### src/core/bsj_defs.vh
// constants for the boundary-scan test port
`ifndef BSJ_DEFS_VH
`define BSJ_DEFS_VH
`define BSJ_IR_W 4
`define BSJ_OP_EXTEST 4'h0
`define BSJ_OP_SAMPLE 4'h1
`define BSJ_OP_IDCODE 4'h2
`define BSJ_OP_USERCODE 4'h3
`define BSJ_OP_CFG_START 4'h4
`define BSJ_OP_CFG_LOAD 4'h5
`define BSJ_OP_PROBE 4'h6
`define BSJ_OP_BYPASS 4'hF
`define BSJ_IR_CAPTURE 4'h1
`define BSJ_IDCODE_W 32
`define BSJ_USERCODE_W 32
// arbitrary neutral identity value, bit 0 set as the scan standard requires
`define BSJ_IDCODE_RST 32'h0000_0001
`define BSJ_USERCODE_RST 32'h0000_0000
`endif

### src/core/bsj_sync.v
// two-flop synchroniser for a bundle of asynchronous inputs
`timescale 1ns/10ps
module bsj_sync #(
	parameter W = 1
) (
	input wire clk,
	input wire nrst,
	input wire [W-1:0] d,
	output wire [W-1:0] q
);
	reg [W-1:0] meta_q;
	reg [W-1:0] sync_q;

	always @(posedge clk) begin
		if (!nrst) begin
			meta_q <= {W{1'b0}};
			sync_q <= {W{1'b0}};
		end else begin
			meta_q <= d;
			sync_q <= meta_q;
		end
	end

	assign q = sync_q;
endmodule // bsj_sync

### src/core/bsj_tap.v
// boundary-scan test access port with configuration and probe paths
`timescale 1ns/10ps
`include "bsj_defs.vh"
// Function
// - tap state machine and data registers follow the 1149.1-1990 standard
// - scan usable before and after configuration; pin access blocked while configuring
// - test port also loads configuration data serially
// - sample/preload captures pins and preloads an output pattern
// - extest drives preloaded pattern on outputs and captures input pins
// - bypass puts one-bit register between serial input and output
// - usercode shifts out a 32-bit user code register
// - idcode shifts out the identification register
// - reconfiguration instructions start and feed device configuration
// - probe instruction shifts out internal signals for the analyzer
module bsj_tap #(
	parameter NI = 8,
	parameter NO = 8,
	parameter PW = 16,
	parameter [31:0] IDCODE = `BSJ_IDCODE_RST,
	parameter [31:0] USERCODE = `BSJ_USERCODE_RST
) (
	input wire clk,
	input wire nrst,
	input wire tck,
	input wire tms,
	input wire tdi,
	output reg tdo_q,
	output reg tdo_oe_n_q,
	input wire [NI-1:0] pin_in,
	input wire [NO-1:0] core_out,
	output reg [NO-1:0] pin_out_q,
	output reg extest_q,
	input wire cfg_busy,
	output reg cfg_start_q,
	output reg cfg_bit_q,
	output reg cfg_stb_q,
	input wire [PW-1:0] probe_in
);
	localparam BL = NI + NO;
	localparam [15:0] S_TLR = 16'h0001;
	localparam [15:0] S_RTI = 16'h0002;
	localparam [15:0] S_SDS = 16'h0004;
	localparam [15:0] S_CDR = 16'h0008;
	localparam [15:0] S_SDR = 16'h0010;
	localparam [15:0] S_E1D = 16'h0020;
	localparam [15:0] S_PDR = 16'h0040;
	localparam [15:0] S_E2D = 16'h0080;
	localparam [15:0] S_UDR = 16'h0100;
	localparam [15:0] S_SIS = 16'h0200;
	localparam [15:0] S_CIR = 16'h0400;
	localparam [15:0] S_SIR = 16'h0800;
	localparam [15:0] S_E1I = 16'h1000;
	localparam [15:0] S_PIR = 16'h2000;
	localparam [15:0] S_E2I = 16'h4000;
	localparam [15:0] S_UIR = 16'h8000;

	wire [NI+2:0] sync_w;
	wire s_tck;
	wire s_tms;
	wire s_tdi;
	wire [NI-1:0] s_pin;
	reg tck_prev_q;
	wire tck_rise;
	wire tck_fall;
	reg [15:0] state_q;
	reg [15:0] state_d;
	reg [`BSJ_IR_W-1:0] ir_q;
	reg [`BSJ_IR_W-1:0] ir_sh_q;
	reg byp_q;
	reg [31:0] id_sh_q;
	reg [BL-1:0] bsr_sh_q;
	reg [NO-1:0] bsr_upd_q;
	reg [PW-1:0] prb_sh_q;
	reg sel_ext;
	reg sel_smp;
	reg sel_id;
	reg sel_usr;
	reg sel_cfg;
	reg sel_prb;
	reg sel_byp;
	reg dr_out;

	bsj_sync #(.W(NI + 3)) u_sync (
		.clk(clk),
		.nrst(nrst),
		.d({pin_in, tdi, tms, tck}),
		.q(sync_w)
	);
	assign s_tck = sync_w[0];
	assign s_tms = sync_w[1];
	assign s_tdi = sync_w[2];
	assign s_pin = sync_w[NI+2:3];
	assign tck_rise = s_tck & ~tck_prev_q;
	assign tck_fall = ~s_tck & tck_prev_q;

	// instruction decode; pin access falls back to bypass while configuring
	always @* begin
		sel_ext = 1'b0;
		sel_smp = 1'b0;
		sel_id = 1'b0;
		sel_usr = 1'b0;
		sel_cfg = 1'b0;
		sel_prb = 1'b0;
		sel_byp = 1'b0;
		case (ir_q)
		`BSJ_OP_EXTEST: begin
			sel_ext = ~cfg_busy;
			sel_byp = cfg_busy;
		end
		`BSJ_OP_SAMPLE: begin
			sel_smp = ~cfg_busy;
			sel_byp = cfg_busy;
		end
		`BSJ_OP_IDCODE: sel_id = 1'b1;
		`BSJ_OP_USERCODE: sel_usr = 1'b1;
		`BSJ_OP_CFG_LOAD: sel_cfg = 1'b1;
		`BSJ_OP_PROBE: sel_prb = 1'b1;
		default: sel_byp = 1'b1;
		endcase
	end

	// standard sixteen-state controller stepped by tms
	always @* begin
		case (state_q)
		S_TLR: state_d = s_tms ? S_TLR : S_RTI;
		S_RTI: state_d = s_tms ? S_SDS : S_RTI;
		S_SDS: state_d = s_tms ? S_SIS : S_CDR;
		S_CDR: state_d = s_tms ? S_E1D : S_SDR;
		S_SDR: state_d = s_tms ? S_E1D : S_SDR;
		S_E1D: state_d = s_tms ? S_UDR : S_PDR;
		S_PDR: state_d = s_tms ? S_E2D : S_PDR;
		S_E2D: state_d = s_tms ? S_UDR : S_SDR;
		S_UDR: state_d = s_tms ? S_SDS : S_RTI;
		S_SIS: state_d = s_tms ? S_TLR : S_CIR;
		S_CIR: state_d = s_tms ? S_E1I : S_SIR;
		S_SIR: state_d = s_tms ? S_E1I : S_SIR;
		S_E1I: state_d = s_tms ? S_UIR : S_PIR;
		S_PIR: state_d = s_tms ? S_E2I : S_PIR;
		S_E2I: state_d = s_tms ? S_UIR : S_SIR;
		S_UIR: state_d = s_tms ? S_SDS : S_RTI;
		default: state_d = S_TLR;
		endcase
	end

	always @* begin
		if (sel_ext | sel_smp)
			dr_out = bsr_sh_q[0];
		else if (sel_id | sel_usr)
			dr_out = id_sh_q[0];
		else if (sel_prb)
			dr_out = prb_sh_q[0];
		else
			dr_out = byp_q;
	end

	always @(posedge clk) begin
		if (!nrst) begin
			tck_prev_q <= 1'b0;
			state_q <= S_TLR;
			ir_q <= `BSJ_OP_IDCODE;
			ir_sh_q <= {`BSJ_IR_W{1'b0}};
			byp_q <= 1'b0;
			id_sh_q <= 32'h0000_0000;
			bsr_sh_q <= {BL{1'b0}};
			bsr_upd_q <= {NO{1'b0}};
			prb_sh_q <= {PW{1'b0}};
			cfg_start_q <= 1'b0;
			cfg_bit_q <= 1'b0;
			cfg_stb_q <= 1'b0;
		end else begin
			tck_prev_q <= s_tck;
			cfg_start_q <= 1'b0;
			cfg_stb_q <= 1'b0;
			if (tck_rise) begin
				state_q <= state_d;
				case (state_q)
				S_TLR: ir_q <= `BSJ_OP_IDCODE;
				S_CIR: ir_sh_q <= `BSJ_IR_CAPTURE;
				S_SIR: ir_sh_q <= {s_tdi, ir_sh_q[`BSJ_IR_W-1:1]};
				S_UIR: begin
					ir_q <= ir_sh_q;
					cfg_start_q <= (ir_sh_q == `BSJ_OP_CFG_START);
				end
				S_CDR: begin
					byp_q <= 1'b0;
					if (sel_id)
						id_sh_q <= IDCODE;
					if (sel_usr)
						id_sh_q <= USERCODE;
					if (sel_ext | sel_smp)
						bsr_sh_q <= {s_pin, core_out};
					if (sel_prb)
						prb_sh_q <= probe_in;
				end
				S_SDR: begin
					byp_q <= s_tdi;
					if (sel_id | sel_usr)
						id_sh_q <= {s_tdi, id_sh_q[31:1]};
					if (sel_ext | sel_smp)
						bsr_sh_q <= {s_tdi, bsr_sh_q[BL-1:1]};
					if (sel_prb)
						prb_sh_q <= {s_tdi, prb_sh_q[PW-1:1]};
					if (sel_cfg) begin
						cfg_bit_q <= s_tdi;
						cfg_stb_q <= 1'b1;
					end
				end
				S_UDR: begin
					if (sel_ext | sel_smp)
						bsr_upd_q <= bsr_sh_q[NO-1:0];
				end
				default: begin
				end
				endcase
			end
		end
	end

	// pins follow the core unless extest drives the preloaded pattern
	always @(posedge clk) begin
		if (!nrst) begin
			pin_out_q <= {NO{1'b0}};
			extest_q <= 1'b0;
		end else begin
			extest_q <= sel_ext;
			pin_out_q <= sel_ext ? bsr_upd_q : core_out;
		end
	end

	// serial output changes on the falling test clock
	always @(posedge clk) begin
		if (!nrst) begin
			tdo_q <= 1'b0;
			tdo_oe_n_q <= 1'b1;
		end else if (tck_fall) begin
			tdo_oe_n_q <= ~((state_q == S_SDR) | (state_q == S_SIR));
			tdo_q <= (state_q == S_SIR) ? ir_sh_q[0] : dr_out;
		end
	end
endmodule // bsj_tap

### config.mk
export PLATFORM = sky130hd
export DESIGN_NAME = bsj_tap
export DESIGN_NICKNAME = d
export VERILOG_FILES = /design/src/core/bsj_sync.v /design/src/core/bsj_tap.v
export VERILOG_INCLUDE_DIRS = /design/src /design/src/core
export SDC_FILE = /design/constraint.sdc
export NUM_CORES = 1
export LEC_CHECK = 0
export ABC_AREA = 1
export BUFFER_PORTS_ARGS = -buffer_cell sky130_fd_sc_hd__buf_4
export CAP_MARGIN = 20
export CORE_AREA = 2 2 125 127
export CTS_CLUSTER_DIAMETER = 100
export DETAILED_ROUTE_END_ITERATION = 10
export DIE_AREA = 0 0 127 129
export PLACE_DENSITY_LB_ADDON = 0.12
export SLEW_MARGIN = 5
export SYNTH_ARGS = -nofsm -noshare
export SYNTH_HDL_FRONTEND = slang
export SYNTH_HIERARCHICAL = 1
export SYNTH_SLANG_ARGS = --single-unit
### constraint.sdc
create_clock -name clk -period 2.1 [get_ports clk]
set_clock_uncertainty 0.2 [all_clocks]
set_input_delay 0.42 -clock clk [delete_from_list [all_inputs] [get_ports clk]]
set_output_delay 0.42 -clock clk [all_outputs]
set_load 0.05 [all_outputs]
=== Yosys cells after proc, flatten, opt, wreduce, memory -nomap -nowiden ===
Index checks and enable logic that the tools add are counted.

* Register bits after elaboration: 134
* Input port bits: 38
* Output and inout port bits: 14

* Equality and inequality tests: 28
* Multiplexer cells: 38
* Bitwise operators: 9
* Reductions and logical operators: 17

{| class="wikitable"
|+ Operators with widths
! operator !! count
|-
| $pmux 16 s12 || 1
|-
| $mux 16 || 6
|-
| $mux 32 || 3
|-
| $pmux 16 s2 || 2
|-
| $pmux 32 s2 || 1
|-
| $mux 9 || 2
|-
| $eq 16x1->1 const B || 1
|-
| $eq 16x10->1 const B || 1
|-
| $eq 16x11->1 const B || 1
|-
| $eq 16x12->1 const B || 1
|-
| $eq 16x13->1 const B || 1
|-
| $eq 16x14->1 const B || 1
|-
| $eq 16x15->1 const B || 1
|-
| $eq 16x16->1 const B || 1
|-
| $eq 16x2->1 const B || 1
|-
| $eq 16x3->1 const B || 1
|-
| $eq 16x4->1 const B || 1
|-
| $eq 16x5->1 const B || 1
|-
| $eq 16x6->1 const B || 1
|-
| $eq 16x7->1 const B || 1
|-
| $eq 16x8->1 const B || 1
|-
| $eq 16x9->1 const B || 1
|-
| $mux 8 || 2
|-
| $pmux 4 s2 || 2
|-
| 24 further kinds || 57
|}

=== Depth between registers and ports, before layout ===
* Depth after elaboration: 6
* Depth in mapped cells: 11
* Depth with buffers taken out: 11

=== Modules after synthesis ===
The synthesis kept the hierarchy.

{| class="wikitable"
|+ By module, submodules not included
! module !! instances !! cells each !! area each (sq um) !! sequential area each (sq um)
|-
| bsj_tap || 1 || 787 || 5,252.5 || 2,242.2
|-
| bsj_sync || 1 || 68 || 628.1 || 440.4
|}

=== Worst setup path after synthesis ===
No wires, ideal clock.

* Path kind: reg2reg
* Start: register state_q[12]
* End: register bsr_sh_q[6]
* Setup time: 0.113 ns
* Arrival time: 1.502 ns
* Data required time: 1.787 ns
* Setup slack: 0.285 ns
* Stages on the path, launching flop included: 12
* Buffers on the path: 1
* Period minus slack after synthesis: 1.815 ns
* Cell sequence: dfxtp_1 nor2_4 nand2_4 nor2_8 nand3_4 nand2_4 nand2_4 nor2_8 inv_2 buf_6 nor2_2 nor2_1

* Longest elaborated chain between the ends: 3

{| class="wikitable"
|+ Ends and longest elaborated chain
! what !! line !! text
|-
| start: declaration || bsj_tap.v:65 || <nowiki>reg [15:0] state_q;</nowiki>
|-
| start signal: assignment || bsj_tap.v:175 || <nowiki>state_q <= state_d;</nowiki>
|-
| $eq 16x4->1 or $eq 16x5->1 (tied branches) || bsj_tap.v:176 || <nowiki>case (state_q)</nowiki>
|-
| $ne 2x2->1 (no source line) or $reduce_bool 2->1 (tied branches) || n/a ||
|-
| $reduce_and 4->1 (no source line) || n/a ||
|-
| end signal: assignment || bsj_tap.v:164 || <nowiki>bsr_sh_q <= {BL{1'b0}};</nowiki>
|-
| end signal: assignment || bsj_tap.v:191 || <nowiki>bsr_sh_q <= {s_pin, core_out};</nowiki>
|-
| end signal: assignment || bsj_tap.v:200 || <nowiki>bsr_sh_q <= {s_tdi, bsr_sh_q[BL-1:1]};</nowiki>
|-
| end: declaration || bsj_tap.v:71 || <nowiki>reg [BL-1:0] bsr_sh_q;</nowiki>
|}

Parallel ways exist; a longest one is shown, timed or not.
A chain may end at the register's enable or synchronous reset.

=== Worst setup path after layout ===
* Start: register state_q[6]
* End: register bsr_sh_q[12]

The elaborated chain is that of the path after synthesis.

==> results.py <==
metrics = {
    "cts": {
        "clock_latency_ns": 0.41,
        "cts_inserted_buffers": 17,
        "clockBufferDepth": 2,
        "cts_tree": "done",
        "htreeDepth": 4,
        "root_buffer": "clkbuf_16",
        "cts.sinks": 134,
        "cts.reportedPaths.clkPinSlew_ns": 0.06,
    },
    "placed_design": {
        "gp_congestion": 0.805,
        "dp_hpwl_mm": 8.31,
        "dpl_worst_slack_ns": 0.0849,
        "portBuffers": 51,
    },
    "sta": {
        "rsz0062_at_grt": "no",
        "hold_viol_final": 0,
        "setup_viol": 0,
        "fin_setup_tns_ns": 0,
        "holdWs_ns": 0.0765,
        "drv_slew": 0,
        "worstMarginPinSlew_ns": 0.495,
        "finalCritPeriodShare_pct": 92.0,
        "slew_headroom_pct": 66.9,
        "worst_slack_ns": 0.168,
        "fmax_mhz": 518,
        "fin_crit_ns": 1.93,
    },
    "detailed_routing": {
        "wl_per_cell_um": 11.2,
        "via_per_inst": 4.52,
        "route.vias.total": 5081,
        "antenna_left": 0,
        "first_pass_iters": 4,
        "first_iter_violations": 303,
        "routed_wl_mm": 12.6,
        "drc": 0,
    },
    "critical_path": {
        "cpPeakStageDelay_ns": 0.33,
        "required_ns": 2.24,
        "worst_path_max_delay_cell": "dfxtp_1",
        "crit_path_end_kind": "flip-flop",
        "crit_arrival_ns": 2.07,
        "path_common_cell": "nand2_4",
        "cp-start-kind": "flip-flop",
        "worstSetupPathType": "reg2reg",
        "crit_family": "simple AND/OR/NAND/NOR gates",
        "crit_buf_inv": 2,
        "cp_max_fo": 11,
        "reg2reg_setup_slack_ns": 0.17,
        "crit_chain": "nor2_2 -> nand3_1 -> inv_1 -> nand3_4 -> nand2_4 -> nand2_4 -> nor2_8 -> buf_4 -> o21ai_1 -> nor2_1",
    },
    "floorplanning": {
        "start_util_pct": 39.3,
        "io_pins": 52,
        "die_w_um": 127,
        "core_region_area_um2": 15000,
        "die-area_um2": 16400,
        "die_h_um": 129,
        "rows": 45,
    },
    "yosys": {
        "synth_mux_area_share_pct": 0,
        "yosysTopAreaCell": "dfxtp_1",
        "ys_seq_area_share_pct": 45.6,
        "synth_fp_nets": 893,
        "synthDominantCellAreaShare_pct": 45.6,
        "synthXorXnorAreaFrac_pct": 0,
        "yosysMostFrequentCell": "nand2_1",
        "yosys.area_share.simple_pct": 35.1,
        "async_reset_ff_share_pct": 0,
        "synth_area_um2": 5880,
        "synth_top_family_by_area": "simple AND/OR/NAND/NOR gates",
        "yosys_warnings": 6,
        "synth_cell_types": 30,
        "ys.flop_type": "dfxtp_1",
        "synth.area.top_cells": "dfxtp_1, nand2_1, nor2_1",
        "synth-compound-area-share_pct": 10.1,
        "synth-edff-count": 0,
        "syn_area_per_cell_um2": 6.88,
        "synth-adder-area-share_pct": 0,
        "synthCells": 855,
        "synth_common_cells": "nand2_1, nor2_1, dfxtp_1",
        "synth_seq_cells": 134,
    },
    "final_layout": {
        "n_fill_cell": 1526,
        "drive_gt1_share_pct": 16.0,
        "fin_nets": 962,
        "synthToLayoutAreaGrowth_pct": 23.4,
        "antenna_cells": 0,
        "final_util_pct": 48.5,
    },
    "global_routing": {
        "grt_first_pass_wirelength_mm": 21.5,
        "grt_max_degree": 63,
        "grt_overflow_total": 0,
        "first_global_vias": 4556,
        "antenna_found_initial": 0,
        "grt_usage_pct": 16.1,
    },
    "worst_hold_path": {
        "hp-class": "in2reg",
    },
    "pwr": {
        "power_density_nw_per_um2": 814,
        "ir_worst_vdd_mv": 0.497,
        "power.total_mw": 5.91,
        "leakagePower_nw": 3.56,
    },
    "job": {
        "drv_cap": 0,
    },
    "outcome": {
        "status": "finished clean",
    },
}
[layer usage]
metal	wire length (um)	GRT usage, %
met5	0	0
met4	109	4.46
met3	366	4.37
met2	5810	27.4
met1	6320	20.4
[worst paths after layout]
kind	startpoint	end	cells past startpoint
worst max-delay path	state_q[6]	bsr_sh_q[12]	10
worst min register to register	u_sync/meta_q[9]	u_sync/q[9]	2
worst min-delay path	core_out[4]	pin_out_q[4]	3
worst max register to register	state_q[6]	bsr_sh_q[12]	10
[sequential cells by signal, indices dropped and copies added, names as in the netlist, 4 cells and up]
| signal | flops |
|---|---|
| state_q | 16 |
| bsr_sh_q | 16 |
| ir_q | 4 |
| ir_sh_q | 4 |
| prb_sh_q | 16 |
| u_sync/q | 11 |
| u_sync/meta_q | 11 |
| pin_out_q | 8 |
| bsr_upd_q | 8 |
| id_sh_q | 32 |
[through the flow]
| stage | instance area, um^2 | cells |
|---|---|---|
| 4_1_cts | 7240 | 1124 |
| 5_1_grt | 7260 | 1125 |
| 3_5_place_dp | 6520 | 1081 |
| 6_report | 7260 | 1125 |
| 2_1_floorplan | 5880 | 855 |
| 3_3_place_gp | 6520 | 1081 |
[final cells by class]
cell class                      count  area [um^2]  area share [%]
Sequential cell                   134         2680            37.0
Multi-Input combinational cell    592         2660            36.7
Timing Repair Buffer               86          711            9.79
Clock buffer                       25          495            6.83
Inverter                           93          354            4.88
Tap cell                          188          235            3.24
Clock inverter                      7          116            1.60
[worst min-delay path: stages]
cell,delay (ns)
buf_4,0.11
nand2_1,0.05
a21oi_1,0.05
[cell families after synthesis]
logic type | Yosys count
flip-flops | 134
AO/OA/AOI/OAI | 116
buffers and inverters | 129
AND/OR/NAND/NOR | 476
[placed cells by master (no fill, tap or decap), drive strengths merged]
cell / Yosys / routed
dlygate4sd3: 0 / 11
clkinv: 0 / 2
o211ai: 3 / 3
nor2: 172 / 172
nand3b: 2 / 2
a31oi: 1 / 1
nand3: 34 / 34
inv: 93 / 94
nor4: 1 / 1
o31ai: 1 / 1
clkinvlp: 0 / 1
nor3b: 2 / 2
bufinv: 0 / 3
o21ai: 70 / 70
nor3: 4 / 4
nand4: 5 / 5
buf: 14 / 75
nand2: 254 / 254
dfxtp: 134 / 134
a21oi: 41 / 41
or2: 2 / 2
clkbuf: 22 / 25
[power by group]
group          switching [mW]  internal, mW  leakage [nW]
Combinational           0.155         0.117          2.18
Clock                    1.05          2.00         0.298
Sequential             0.0117          2.57          1.09
[repair_timing]
| action | in CTS | in global routing |
|---|---|---|
| hold endpoints to repair | 11 | 0 |
| setup endpoints to repair | 0 | 14 |
| gates resized for setup | 0 | 4 |
| buffers inserted | 0 | 1 |
| hold buffers | 11 | 0 |
Note: power is estimated with default switching activity, not from simulation.
